### config.mk
export PLATFORM = sky130hd
export DESIGN_NAME = mpio_port_io
export DESIGN_NICKNAME = d
export VERILOG_FILES = /design/src/logic/mpio_pin_drv.v /design/src/logic/mpio_edge_det.v /design/src/logic/mpio_port_io.v
export VERILOG_INCLUDE_DIRS = /design/src /design/src/logic
export SDC_FILE = /design/constraint.sdc
export NUM_CORES = 1
export LEC_CHECK = 0
export BUFFER_PORTS_ARGS = -buffer_cell sky130_fd_sc_hd__buf_2
export CAP_MARGIN = 20
export CORE_ASPECT_RATIO = 1.1
export CORE_MARGIN = 4
export CORE_UTILIZATION = 45
export CTS_BUF_LIST = sky130_fd_sc_hd__clkbuf_8
export DETAILED_ROUTE_END_ITERATION = 10
export PLACE_DENSITY = 0.75
export SYNTH_ARGS = -nofsm -noshare
export SYNTH_HDL_FRONTEND = slang
export SYNTH_SLANG_ARGS = --single-unit
### constraint.sdc
create_clock -name clk_sys_i -period 1.7 [get_ports clk_sys_i]
set_clock_uncertainty 0.2 [all_clocks]
set_input_delay 0 -clock clk_sys_i [delete_from_list [all_inputs] [get_ports clk_sys_i]]
set_output_delay 0 -clock clk_sys_i [all_outputs]
set_load 0.05 [all_outputs]
### src/logic/mpio_consts.vh
`ifndef MPIO_CONSTS_VH
`define MPIO_CONSTS_VH

// ----------------------------------------------------------------
// register bus geometry
// ----------------------------------------------------------------
`define MPIO_AW 8
`define MPIO_DW 8

// ----------------------------------------------------------------
// register offsets
// ----------------------------------------------------------------
`define MPIO_OFS_P0_DATA 8'he0
`define MPIO_OFS_P1_DATA 8'he1
`define MPIO_OFS_P2_DATA 8'he2
`define MPIO_OFS_P3_DATA 8'he3
`define MPIO_OFS_P0_HCFG 8'he4
`define MPIO_OFS_P0_LCFG 8'he5
`define MPIO_OFS_P1_CFG 8'he6
`define MPIO_OFS_P2_HCFG 8'he7
`define MPIO_OFS_P2_LCFG 8'he8
`define MPIO_OFS_P3_HCFG 8'he9
`define MPIO_OFS_P3_LCFG 8'hea
`define MPIO_OFS_IRQ 8'heb

// ----------------------------------------------------------------
// reset values
// ----------------------------------------------------------------
`define MPIO_DATA_RST 8'h00
`define MPIO_P1_DATA_RST 3'h0
`define MPIO_CFG_RST 8'h00
`define MPIO_IRQ_RST 3'h0
`define MPIO_RD_ZERO 8'h00

// ----------------------------------------------------------------
// field layout of the interrupt register
// ----------------------------------------------------------------
`define MPIO_IRQ_EN_LSB 0
`define MPIO_IRQ_EN_MSB 2
`define MPIO_IRQ_PND_LSB 4
`define MPIO_IRQ_PND_MSB 6
`define MPIO_P1_W 3

// ----------------------------------------------------------------
// pin assignments of alternate functions
// ----------------------------------------------------------------
`define MPIO_CAP_PIN 4
`define MPIO_CAP_FLD 2'h0
`define MPIO_SB_NPINS 2

// ----------------------------------------------------------------
// configuration field codes
// ----------------------------------------------------------------
`define MPIO_P0L_IN 2'h0
`define MPIO_P0L_RISE 2'h1
`define MPIO_P0L_FALL 2'h2
`define MPIO_P0L_PP 2'h3
`define MPIO_P0H_ALT 2'h1
`define MPIO_P1_IN 2'h0
`define MPIO_P1_PP 2'h1
`define MPIO_P1_OD 2'h2
`define MPIO_P1_ALT 2'h3
`define MPIO_P2H_PP 2'h1
`define MPIO_P2H_PWM 2'h2
`define MPIO_P2H_PWMOD 2'h3
`define MPIO_P2L_PP 2'h2
`define MPIO_P2L_PWM 2'h3
`define MPIO_P3H_PULL 2'h1
`define MPIO_P3L_ANA 2'h1
`define MPIO_P3_PP 2'h2
`define MPIO_P3_OD 2'h3

`endif

### src/logic/mpio_pin_drv.v
`timescale 1ns/10ps

// ----------------------------------------------------------------
// pin driver: turns per-pin drive style into out, enable, readback
// ----------------------------------------------------------------
module mpio_pin_drv #(
  parameter W = 8
) (
  input wire [W-1:0] val_i,
  input wire [W-1:0] pp_i,
  input wire [W-1:0] od_i,
  input wire [W-1:0] pin_i,
  output wire [W-1:0] out_o,
  output wire [W-1:0] oe_o,
  output wire [W-1:0] rd_o
);

  // open drain only ever pulls low, so its out level is zero
  assign out_o = val_i & pp_i;
  assign oe_o = pp_i | (od_i & ~val_i);

  // push-pull pins read their driven value, all others read the pad
  assign rd_o = (pp_i & val_i) | (~pp_i & pin_i);

endmodule

### src/logic/mpio_edge_det.v
`timescale 1ns/10ps

// ----------------------------------------------------------------
// edge detector for the external interrupt pins
// ----------------------------------------------------------------
module mpio_edge_det #(
  parameter W = 3
) (
  input wire clk_sys_i,
  input wire rst_n_i,
  input wire [W-1:0] level_i,
  input wire [W-1:0] rise_sel_i,
  input wire [W-1:0] arm_i,
  output wire [W-1:0] hit_o
);

  reg [W-1:0] prev;
  reg primed;

  // history of the pin; the first cycle after reset only samples
  always @(posedge clk_sys_i or negedge rst_n_i) begin
    if (!rst_n_i) begin
      prev <= {W{1'b0}};
      primed <= 1'b0;
    end else begin
      prev <= level_i;
      primed <= 1'b1;
    end
  end

  // one-cycle pulse on the selected edge of an armed pin
  assign hit_o = {W{primed}} & arm_i &
    ((rise_sel_i & level_i & ~prev) | (~rise_sel_i & ~level_i & prev));

endmodule

### src/logic/mpio_port_io.v
`timescale 1ns/10ps
`include "mpio_consts.vh"


module mpio_port_io (
  input wire clk_sys_i,
  input wire rst_n_i,
  input wire [`MPIO_AW-1:0] addr_i,
  input wire [`MPIO_DW-1:0] wdata_i,
  input wire wr_i,
  input wire rd_i,
  output reg [`MPIO_DW-1:0] rdata_o,
  input wire [7:0] p0_in_i,
  output wire [7:0] p0_out_o,
  output wire [7:0] p0_oe_o,
  input wire [`MPIO_P1_W-1:0] p1_in_i,
  output wire [`MPIO_P1_W-1:0] p1_out_o,
  output wire [`MPIO_P1_W-1:0] p1_oe_o,
  input wire [7:0] p2_in_i,
  output wire [7:0] p2_out_o,
  output wire [7:0] p2_oe_o,
  input wire [7:0] p3_in_i,
  output wire [7:0] p3_out_o,
  output wire [7:0] p3_oe_o,
  output reg [3:0] p3_pullup_o,
  output reg [3:0] analog_in_sel_o,
  input wire [6:0] pwm_i,
  input wire sb_clk_low_i,
  input wire sb_dat_low_i,
  output wire serial_bus_clock_pin_o,
  output wire serial_bus_data_pin_o,
  output wire timer_capture_pin_o,
  output wire [2:0] ext_irq_o
);

  // ----------------------------------------------------------------
  // helpers
  // ----------------------------------------------------------------

  // picks the two-bit field of one pin out of a config byte
  function [1:0] fld;
    input [7:0] cfg;
    input [1:0] k;
    reg [7:0] sh;
    begin
      sh = cfg >> {k, 1'b0};
      fld = sh[1:0];
    end
  endfunction

  // ----------------------------------------------------------------
  // register storage
  // ----------------------------------------------------------------
  reg [7:0] port_zero_data, port_two_data, port_three_data;
  reg [`MPIO_P1_W-1:0] port_one_data;
  reg [7:0] port_zero_hi_cfg, port_zero_lo_cfg, port_one_cfg;
  reg [7:0] port_two_hi_cfg, port_two_lo_cfg;
  reg [7:0] port_three_hi_cfg, port_three_lo_cfg;
  reg [2:0] irq_enable, irq_pending, next_irq_pending;
  reg [`MPIO_DW-1:0] next_rdata;

  // per-pin drive style, driven value and interrupt setup
  reg [7:0] pp0, pp2, od2, val2, pp3, od3;
  reg [`MPIO_P1_W-1:0] pp1, od1, val1;
  reg [2:0] irq_pin_on, irq_rise;
  reg [1:0] sb_alt, fl0, fh0, fl1, fl2, fh2, fl3, fh3;
  integer i0, i1, i2, i3;

  wire [7:0] rd0, rd2, rd3;
  wire [`MPIO_P1_W-1:0] rd1;
  wire [2:0] edge_hit;
  wire [1:0] sb_low;
  wire wr_irq;

  assign sb_low = {sb_clk_low_i, sb_dat_low_i};
  assign wr_irq = wr_i && (addr_i == `MPIO_OFS_IRQ);

  // ----------------------------------------------------------------
  // register writes
  // ----------------------------------------------------------------

  // data and config registers; plain stores, no side effects
  always @(posedge clk_sys_i or negedge rst_n_i) begin
    if (!rst_n_i) begin
      port_zero_data <= `MPIO_DATA_RST;
      port_one_data <= `MPIO_P1_DATA_RST;
      port_two_data <= `MPIO_DATA_RST;
      port_three_data <= `MPIO_DATA_RST;
      port_zero_hi_cfg <= `MPIO_CFG_RST;
      port_zero_lo_cfg <= `MPIO_CFG_RST;
      port_one_cfg <= `MPIO_CFG_RST;
      port_two_hi_cfg <= `MPIO_CFG_RST;
      port_two_lo_cfg <= `MPIO_CFG_RST;
      port_three_hi_cfg <= `MPIO_CFG_RST;
      port_three_lo_cfg <= `MPIO_CFG_RST;
      irq_enable <= `MPIO_IRQ_RST;
    end else if (wr_i) begin
      case (addr_i)
        `MPIO_OFS_P0_DATA: port_zero_data <= wdata_i;
        `MPIO_OFS_P1_DATA: port_one_data <= wdata_i[`MPIO_P1_W-1:0];
        `MPIO_OFS_P2_DATA: port_two_data <= wdata_i;
        `MPIO_OFS_P3_DATA: port_three_data <= wdata_i;
        `MPIO_OFS_P0_HCFG: port_zero_hi_cfg <= wdata_i;
        `MPIO_OFS_P0_LCFG: port_zero_lo_cfg <= wdata_i;
        `MPIO_OFS_P1_CFG: port_one_cfg <= wdata_i;
        `MPIO_OFS_P2_HCFG: port_two_hi_cfg <= wdata_i;
        `MPIO_OFS_P2_LCFG: port_two_lo_cfg <= wdata_i;
        `MPIO_OFS_P3_HCFG: port_three_hi_cfg <= wdata_i;
        `MPIO_OFS_P3_LCFG: port_three_lo_cfg <= wdata_i;
        `MPIO_OFS_IRQ: begin
          irq_enable <= wdata_i[`MPIO_IRQ_EN_MSB:`MPIO_IRQ_EN_LSB];
        end
        default: ;
      endcase
    end
  end

  // ----------------------------------------------------------------
  // port 0 decode
  // ----------------------------------------------------------------

  // low fields: in, rising irq, falling irq, push-pull;
  // high fields: bit 1 set means push-pull output
  always @* begin
    pp0 = 8'h00;
    irq_pin_on = 3'h0;
    irq_rise = 3'h0;
    fl0 = 2'h0;
    fh0 = 2'h0;
    for (i0 = 0; i0 < 4; i0 = i0 + 1) begin
      fl0 = fld(port_zero_lo_cfg, i0[1:0]);
      fh0 = fld(port_zero_hi_cfg, i0[1:0]);
      pp0[i0] = (fl0 == `MPIO_P0L_PP);
      pp0[i0 + 4] = fh0[1];
      if (i0 < 3) begin
        irq_pin_on[i0] = (fl0 == `MPIO_P0L_RISE) ||
          (fl0 == `MPIO_P0L_FALL);
        irq_rise[i0] = (fl0 == `MPIO_P0L_RISE);
      end
    end
  end

  // capture input follows pin 4 only while its field selects it
  assign timer_capture_pin_o =
    (fld(port_zero_hi_cfg, `MPIO_CAP_FLD) == `MPIO_P0H_ALT) &&
    p0_in_i[`MPIO_CAP_PIN];

  // ----------------------------------------------------------------
  // port 1 decode
  // ----------------------------------------------------------------

  // serial function is open drain; the bus unit asks for a low
  always @* begin
    pp1 = {`MPIO_P1_W{1'b0}};
    od1 = {`MPIO_P1_W{1'b0}};
    val1 = port_one_data;
    sb_alt = 2'h0;
    fl1 = 2'h0;
    for (i1 = 0; i1 < `MPIO_P1_W; i1 = i1 + 1) begin
      fl1 = fld(port_one_cfg, i1[1:0]);
      pp1[i1] = (fl1 == `MPIO_P1_PP);
      od1[i1] = (fl1 == `MPIO_P1_OD);
      if (i1 < `MPIO_SB_NPINS && fl1 == `MPIO_P1_ALT) begin
        sb_alt[i1] = 1'b1;
        od1[i1] = 1'b1;
        val1[i1] = ~sb_low[i1];
      end
    end
  end

  // bus unit sees the pad level, idle high when not routed
  assign serial_bus_clock_pin_o = ~sb_alt[1] | p1_in_i[1];
  assign serial_bus_data_pin_o = ~sb_alt[0] | p1_in_i[0];

  // ----------------------------------------------------------------
  // port 2 decode
  // ----------------------------------------------------------------

  // pins 3..0 from the low register, 7..4 from the high one;
  // pin 7 has no pwm source and only knows push-pull
  always @* begin
    pp2 = 8'h00;
    od2 = 8'h00;
    val2 = port_two_data;
    fl2 = 2'h0;
    fh2 = 2'h0;
    for (i2 = 0; i2 < 4; i2 = i2 + 1) begin
      fl2 = fld(port_two_lo_cfg, i2[1:0]);
      fh2 = fld(port_two_hi_cfg, i2[1:0]);
      pp2[i2] = fl2[1];
      if (fl2 == `MPIO_P2L_PWM) val2[i2] = pwm_i[i2];
      if (i2 < 3) begin
        pp2[i2 + 4] = (fh2 == `MPIO_P2H_PP) ||
          (fh2 == `MPIO_P2H_PWM);
        od2[i2 + 4] = (fh2 == `MPIO_P2H_PWMOD);
        if (fh2[1]) val2[i2 + 4] = pwm_i[i2 + 4];
      end else begin
        pp2[i2 + 4] = (fh2 == `MPIO_P2H_PP);
      end
    end
  end

  // ----------------------------------------------------------------
  // port 3 decode
  // ----------------------------------------------------------------

  // high: in, in with pull-up, pp, od; low: in, analog, pp, od
  always @* begin
    pp3 = 8'h00;
    od3 = 8'h00;
    p3_pullup_o = 4'h0;
    analog_in_sel_o = 4'h0;
    fl3 = 2'h0;
    fh3 = 2'h0;
    for (i3 = 0; i3 < 4; i3 = i3 + 1) begin
      fl3 = fld(port_three_lo_cfg, i3[1:0]);
      fh3 = fld(port_three_hi_cfg, i3[1:0]);
      pp3[i3 + 4] = (fh3 == `MPIO_P3_PP);
      od3[i3 + 4] = (fh3 == `MPIO_P3_OD);
      p3_pullup_o[i3] = (fh3 == `MPIO_P3H_PULL);
      pp3[i3] = (fl3 == `MPIO_P3_PP);
      od3[i3] = (fl3 == `MPIO_P3_OD);
      analog_in_sel_o[i3] = (fl3 == `MPIO_P3L_ANA);
    end
  end

  // ----------------------------------------------------------------
  // pad drivers
  // ----------------------------------------------------------------

  // port 0 has no open-drain mode
  mpio_pin_drv #(.W(8)) u_drv0 (
    .val_i(port_zero_data),
    .pp_i(pp0),
    .od_i(8'h00),
    .pin_i(p0_in_i),
    .out_o(p0_out_o),
    .oe_o(p0_oe_o),
    .rd_o(rd0)
  );

  mpio_pin_drv #(.W(`MPIO_P1_W)) u_drv1 (
    .val_i(val1),
    .pp_i(pp1),
    .od_i(od1),
    .pin_i(p1_in_i),
    .out_o(p1_out_o),
    .oe_o(p1_oe_o),
    .rd_o(rd1)
  );

  mpio_pin_drv #(.W(8)) u_drv2 (
    .val_i(val2),
    .pp_i(pp2),
    .od_i(od2),
    .pin_i(p2_in_i),
    .out_o(p2_out_o),
    .oe_o(p2_oe_o),
    .rd_o(rd2)
  );

  mpio_pin_drv #(.W(8)) u_drv3 (
    .val_i(port_three_data),
    .pp_i(pp3),
    .od_i(od3),
    .pin_i(p3_in_i),
    .out_o(p3_out_o),
    .oe_o(p3_oe_o),
    .rd_o(rd3)
  );

  // ----------------------------------------------------------------
  // external interrupts
  // ----------------------------------------------------------------

  // only enabled lines on interrupt-configured pins are armed
  mpio_edge_det #(.W(3)) u_edge (
    .clk_sys_i(clk_sys_i),
    .rst_n_i(rst_n_i),
    .level_i(p0_in_i[2:0]),
    .rise_sel_i(irq_rise),
    .arm_i(irq_pin_on & irq_enable),
    .hit_o(edge_hit)
  );

  // a write of zero clears, one keeps; a new edge beats the clear
  always @* begin
    next_irq_pending = irq_pending;
    if (wr_irq) begin
      next_irq_pending = irq_pending &
        wdata_i[`MPIO_IRQ_PND_MSB:`MPIO_IRQ_PND_LSB];
    end
    next_irq_pending = next_irq_pending | edge_hit;
  end

  always @(posedge clk_sys_i or negedge rst_n_i) begin
    if (!rst_n_i) begin
      irq_pending <= `MPIO_IRQ_RST;
    end else begin
      irq_pending <= next_irq_pending;
    end
  end

  // request stands while pending and still enabled
  assign ext_irq_o = irq_pending & irq_enable;

  // ----------------------------------------------------------------
  // register reads
  // ----------------------------------------------------------------

  // unmapped offsets and unused bits read as zero
  always @* begin
    next_rdata = `MPIO_RD_ZERO;
    case (addr_i)
      `MPIO_OFS_P0_DATA: next_rdata = rd0;
      `MPIO_OFS_P1_DATA: next_rdata[`MPIO_P1_W-1:0] = rd1;
      `MPIO_OFS_P2_DATA: next_rdata = rd2;
      `MPIO_OFS_P3_DATA: next_rdata = rd3;
      `MPIO_OFS_P0_HCFG: next_rdata = port_zero_hi_cfg;
      `MPIO_OFS_P0_LCFG: next_rdata = port_zero_lo_cfg;
      `MPIO_OFS_P1_CFG: next_rdata = port_one_cfg;
      `MPIO_OFS_P2_HCFG: next_rdata = port_two_hi_cfg;
      `MPIO_OFS_P2_LCFG: next_rdata = port_two_lo_cfg;
      `MPIO_OFS_P3_HCFG: next_rdata = port_three_hi_cfg;
      `MPIO_OFS_P3_LCFG: next_rdata = port_three_lo_cfg;
      `MPIO_OFS_IRQ: begin
        next_rdata[`MPIO_IRQ_EN_MSB:`MPIO_IRQ_EN_LSB] = irq_enable;
        next_rdata[`MPIO_IRQ_PND_MSB:`MPIO_IRQ_PND_LSB] =
          irq_pending;
      end
      default: next_rdata = `MPIO_RD_ZERO;
    endcase
  end

  // read data stand for the single cycle after the strobe
  always @(posedge clk_sys_i or negedge rst_n_i) begin
    if (!rst_n_i) begin
      rdata_o <= `MPIO_RD_ZERO;
    end else begin
      rdata_o <= rd_i ? next_rdata : `MPIO_RD_ZERO;
    end
  end

endmodule

==> results by group <==
Run status
  • Run status: finished, violations left
  • Failing checks: hold timing, setup timing

Yosys
  • Most frequent cell after synthesis: dfrtp_1
  • Synthesized Nets: 588
  • Post-synth ARST share: 100%
  • Syn Area/Cell: 10.8 µm²
  • Synth top area share: 44.7%
  • Register area share after synthesis: 44.7%
  • Area of the mapped netlist: 0.00566 mm²
  • EDFF count, synth: 0
  • #FFs+latches synth: 101
  • Post-Synthesis Cells: 523
  • Synth area leader: dfrtp_1
  • YS warnings: 0
  • Main synth FF type: dfrtp_1
  • Leading cell types by total area after synthesis: dfrtp_1, mux2_2, mux2i_1
  • Commonest cells in the netlist: dfrtp_1, mux2_2, nand2_1
  • Cell variety after synth: 60

STA
  • Final Hold Viols: 2
  • Final worst path period need: 1.83 ns
  • Fin Hold WS: -0.00893 ns
  • Slew HR: 58.8%
  • RSZ-0062 raised after global routing: true
  • Final setup violation count: 6
  • Period utilization: 107%
  • Max Clock Freq: 548 MHz
  • Final setup TNS: -0.376 ns
  • Worst Tran Pin Value: 0.617 ns
  • Slew Limit Fails: 0
  • Final setup margin: -0.125 ns

Route
  • Metal2 WL: 9110 µm
  • Post-DR wirelength/cell: 21.2 µm
  • Total iterations of the first detailed-routing run: 5
  • Top Metal Used: met4
  • DRC: 0
  • DRT antenna net count: 0
  • Routed vias/inst: 5.73
  • Met3 wire len: 1240 µm
  • Total wire length: 18900 µm
  • Vias: 5114
  • Metal1 wirelength: 7810 µm
  • 1st-iter DRT viols: 353

GRT
  • Initial antenna violation count: 1
  • Vias in the first global route: 5265
  • Global-route wire length before repair: 29100 µm
  • Global-route usage over all layers: 26.4%
  • Total gr overflow: 0
  • Largest net degree at the start of global routing: 40

Worst setup path
  • CP bufs+invs: 0
  • Flop2flop setup slack: -0.13 ns
  • Maximum fanout along the worst path: 4
  • Worst EP required: 1.78 ns
  • Master of the slowest instance on the critical path: dfrtp_2
  • Critical path, cell by cell: ha_4 > nor2b_4 > o311a_1 > o31ai_2 > a21oi_1
  • Slowest cell delay on critical path: 0.48 ns
  • WS Path Type: flip-flop to flip-flop
  • Worst EP arrival: 1.91 ns
  • CP Launch Type: flip-flop
  • CP endpoint kind: flip-flop
  • Top delay family on crit path: compound AO/OA/AOI/OAI gates

Clock network
  • Worst skew pair latency: 0.40 ns
  • Max Buffers Root-to-Sink: 2
  • CTS tree: yes
  • Clk root buf: clkbuf_8
  • Clock buffer count from CTS: 9
  • Worst-path clk slew: 0.10 ns
  • CTS H-tree lvls: 3
  • CTS sink cnt: 101

Die
  • Ports: 132
  • Die ar.: 0.0144 mm²
  • Die X: 115 µm
  • Die Y: 126 µm
  • Site Rows: 42
  • Core area: 0.0122 mm²
  • Initial Utilization: 46.4%

Pwr
  • Power Density: 703 mW/mm²
  • Pleak: 0.00389 µW
  • VDD IR max: 0.000530 V
  • Power, Total: 5480 µW

Finish
  • Final layout net count: 798
  • Share of cells above drive strength 1: 51.1%
  • Area grow syn2layout: 37.7%
  • Filler Cells Inserted: 1010
  • Design area: 0.00779 mm²

Place
  • # port buffers: 131
  • DP HPWL: 14000 µm
  • Placed cell areas: 0.00698 mm²
  • Final GP Congestion: 0.995

Run
  • Max Cap Viol: 0

Min path
  • Type of the worst min-delay path: primary input to flip-flop
-- cell families after synthesis --
| group | share of synthesized area [%] |
|---|---|
| DFF | 44.7 |
| and+or+nand+nor | 15.9 |
| adders and majority gates | 1.99 |
| AOI/OAI and AO/OA | 13.3 |
| other | 0.0663 |
| muxes | 19.9 |
| buffers and inverters | 4.18 |
-- per-layer routing --
layer / track usage [%] / vias to the layer above
met3: 5.27 / 54
li1: - / 2296
met1: 34.5 / 2550
met5: 0 / -
met2: 41.3 / 214
met4: 13.7 / 0
-- cell type report --
| class | count | area (µm²) | area share [%] |
|---|---|---|---|
| Antenna cell | 1 | 2.50 | 0.0321 |
| Multi-Input combinational cell | 379 | 3190 | 41.0 |
| Clock buffer | 10 | 138 | 1.77 |
| Inverter | 12 | 45.0 | 0.578 |
| Tap cell | 154 | 193 | 2.47 |
| Timing Repair Buffer | 230 | 1600 | 20.5 |
| Clock inverter | 6 | 86.3 | 1.11 |
| Sequential cell | 101 | 2530 | 32.5 |
-- registers in the layout (all words and copies together) (netlist names), 8 cells and up --
register / cells
port_two_hi_cfg: 8
port_one_cfg: 8
port_zero_hi_cfg: 8
port_zero_data: 8
port_two_data: 8
port_three_data: 8
rdata_o: 8
port_zero_lo_cfg: 8
port_three_lo_cfg: 8
port_three_hi_cfg: 8
port_two_lo_cfg: 8
-- power by group --
part	total (µW)	internal (µW)	switching (µW)
registers	2640	2520	123
clock network	1760	867	897
logic	1070	440	629
total	5480	3830	1650
-- tightest hold or removal path, delay by kind of cell --
| kind | cells | cell delay, ns |
|---|---|---|
| AOI/OAI and AO/OA | 4 | 0.47 |
| buffers and inverters | 1 | 0.09 |
-- per-stage QoR --
| step | instances | util [%] | setup WS [ns] |
|---|---|---|---|
| floorplan | 523 | - | -0.0530 |
| global placement | 844 | 57.3 | -0.152 |
| detailed placement | 844 | 57.3 | -0.155 |
| CTS | 888 | 62.3 | -0.114 |
| global route | 893 | 63.9 | -0.165 |
| finish | 893 | 63.9 | -0.125 |
-- cells in the final DEF (no fill, tap or decap), types with 4 or more instances in the layout --
cell type,synthesis,final
o21ai_0,21,15
and2_1,14,8
nor2b_1,20,15
and2_4,0,4
nor2_1,24,20
buf_6,4,7
ha_4,0,6
buf_12,0,6
buf_4,10,69
nor2_4,4,6
o21ai_1,0,4
a21boi_1,0,8
mux2i_1,19,14
and3_1,4,4
o22ai_1,4,4
dfrtp_1,101,95
dlygate4sd3_1,0,23
mux2_2,81,81
buf_2,6,121
a21oi_1,27,20
a22o_1,6,6
inv_1,12,12
nor2_2,4,6
a32oi_1,4,4
and3b_1,10,8
a21oi_2,0,6
a21o_1,5,5
nor3_1,5,5
clkbuf_8,0,10
nand2_1,39,38
dfrtp_2,0,6
nand2b_1,10,10
-- worst paths after layout --
| check | startpoint | end | depth (start not counted) |
|---|---|---|---|
| worst min-delay path | p3_in_i[1] | rdata_o[1] | 5 |
| worst min register to register | port_zero_data[3] | port_zero_data[3] | 1 |
| worst max register to register | port_two_hi_cfg[5] | rdata_o[6] | 5 |
| min in group asynchronous | rst_n_i | rdata_o[3] | 3 |
| max in group asynchronous | rst_n_i | port_two_hi_cfg[1] | 4 |
| worst max-delay path | port_two_hi_cfg[5] | rdata_o[6] | 5 |
-- repair_timing --
item	in CTS	in global routing
resized for setup	27	46
setup buffers	2	5
setup endpoints to repair	11	51
pin swaps	4	7
hold buffers	26	1
endpoints found under the hold margin	201	2
Power figures use the tool's default switching activity.
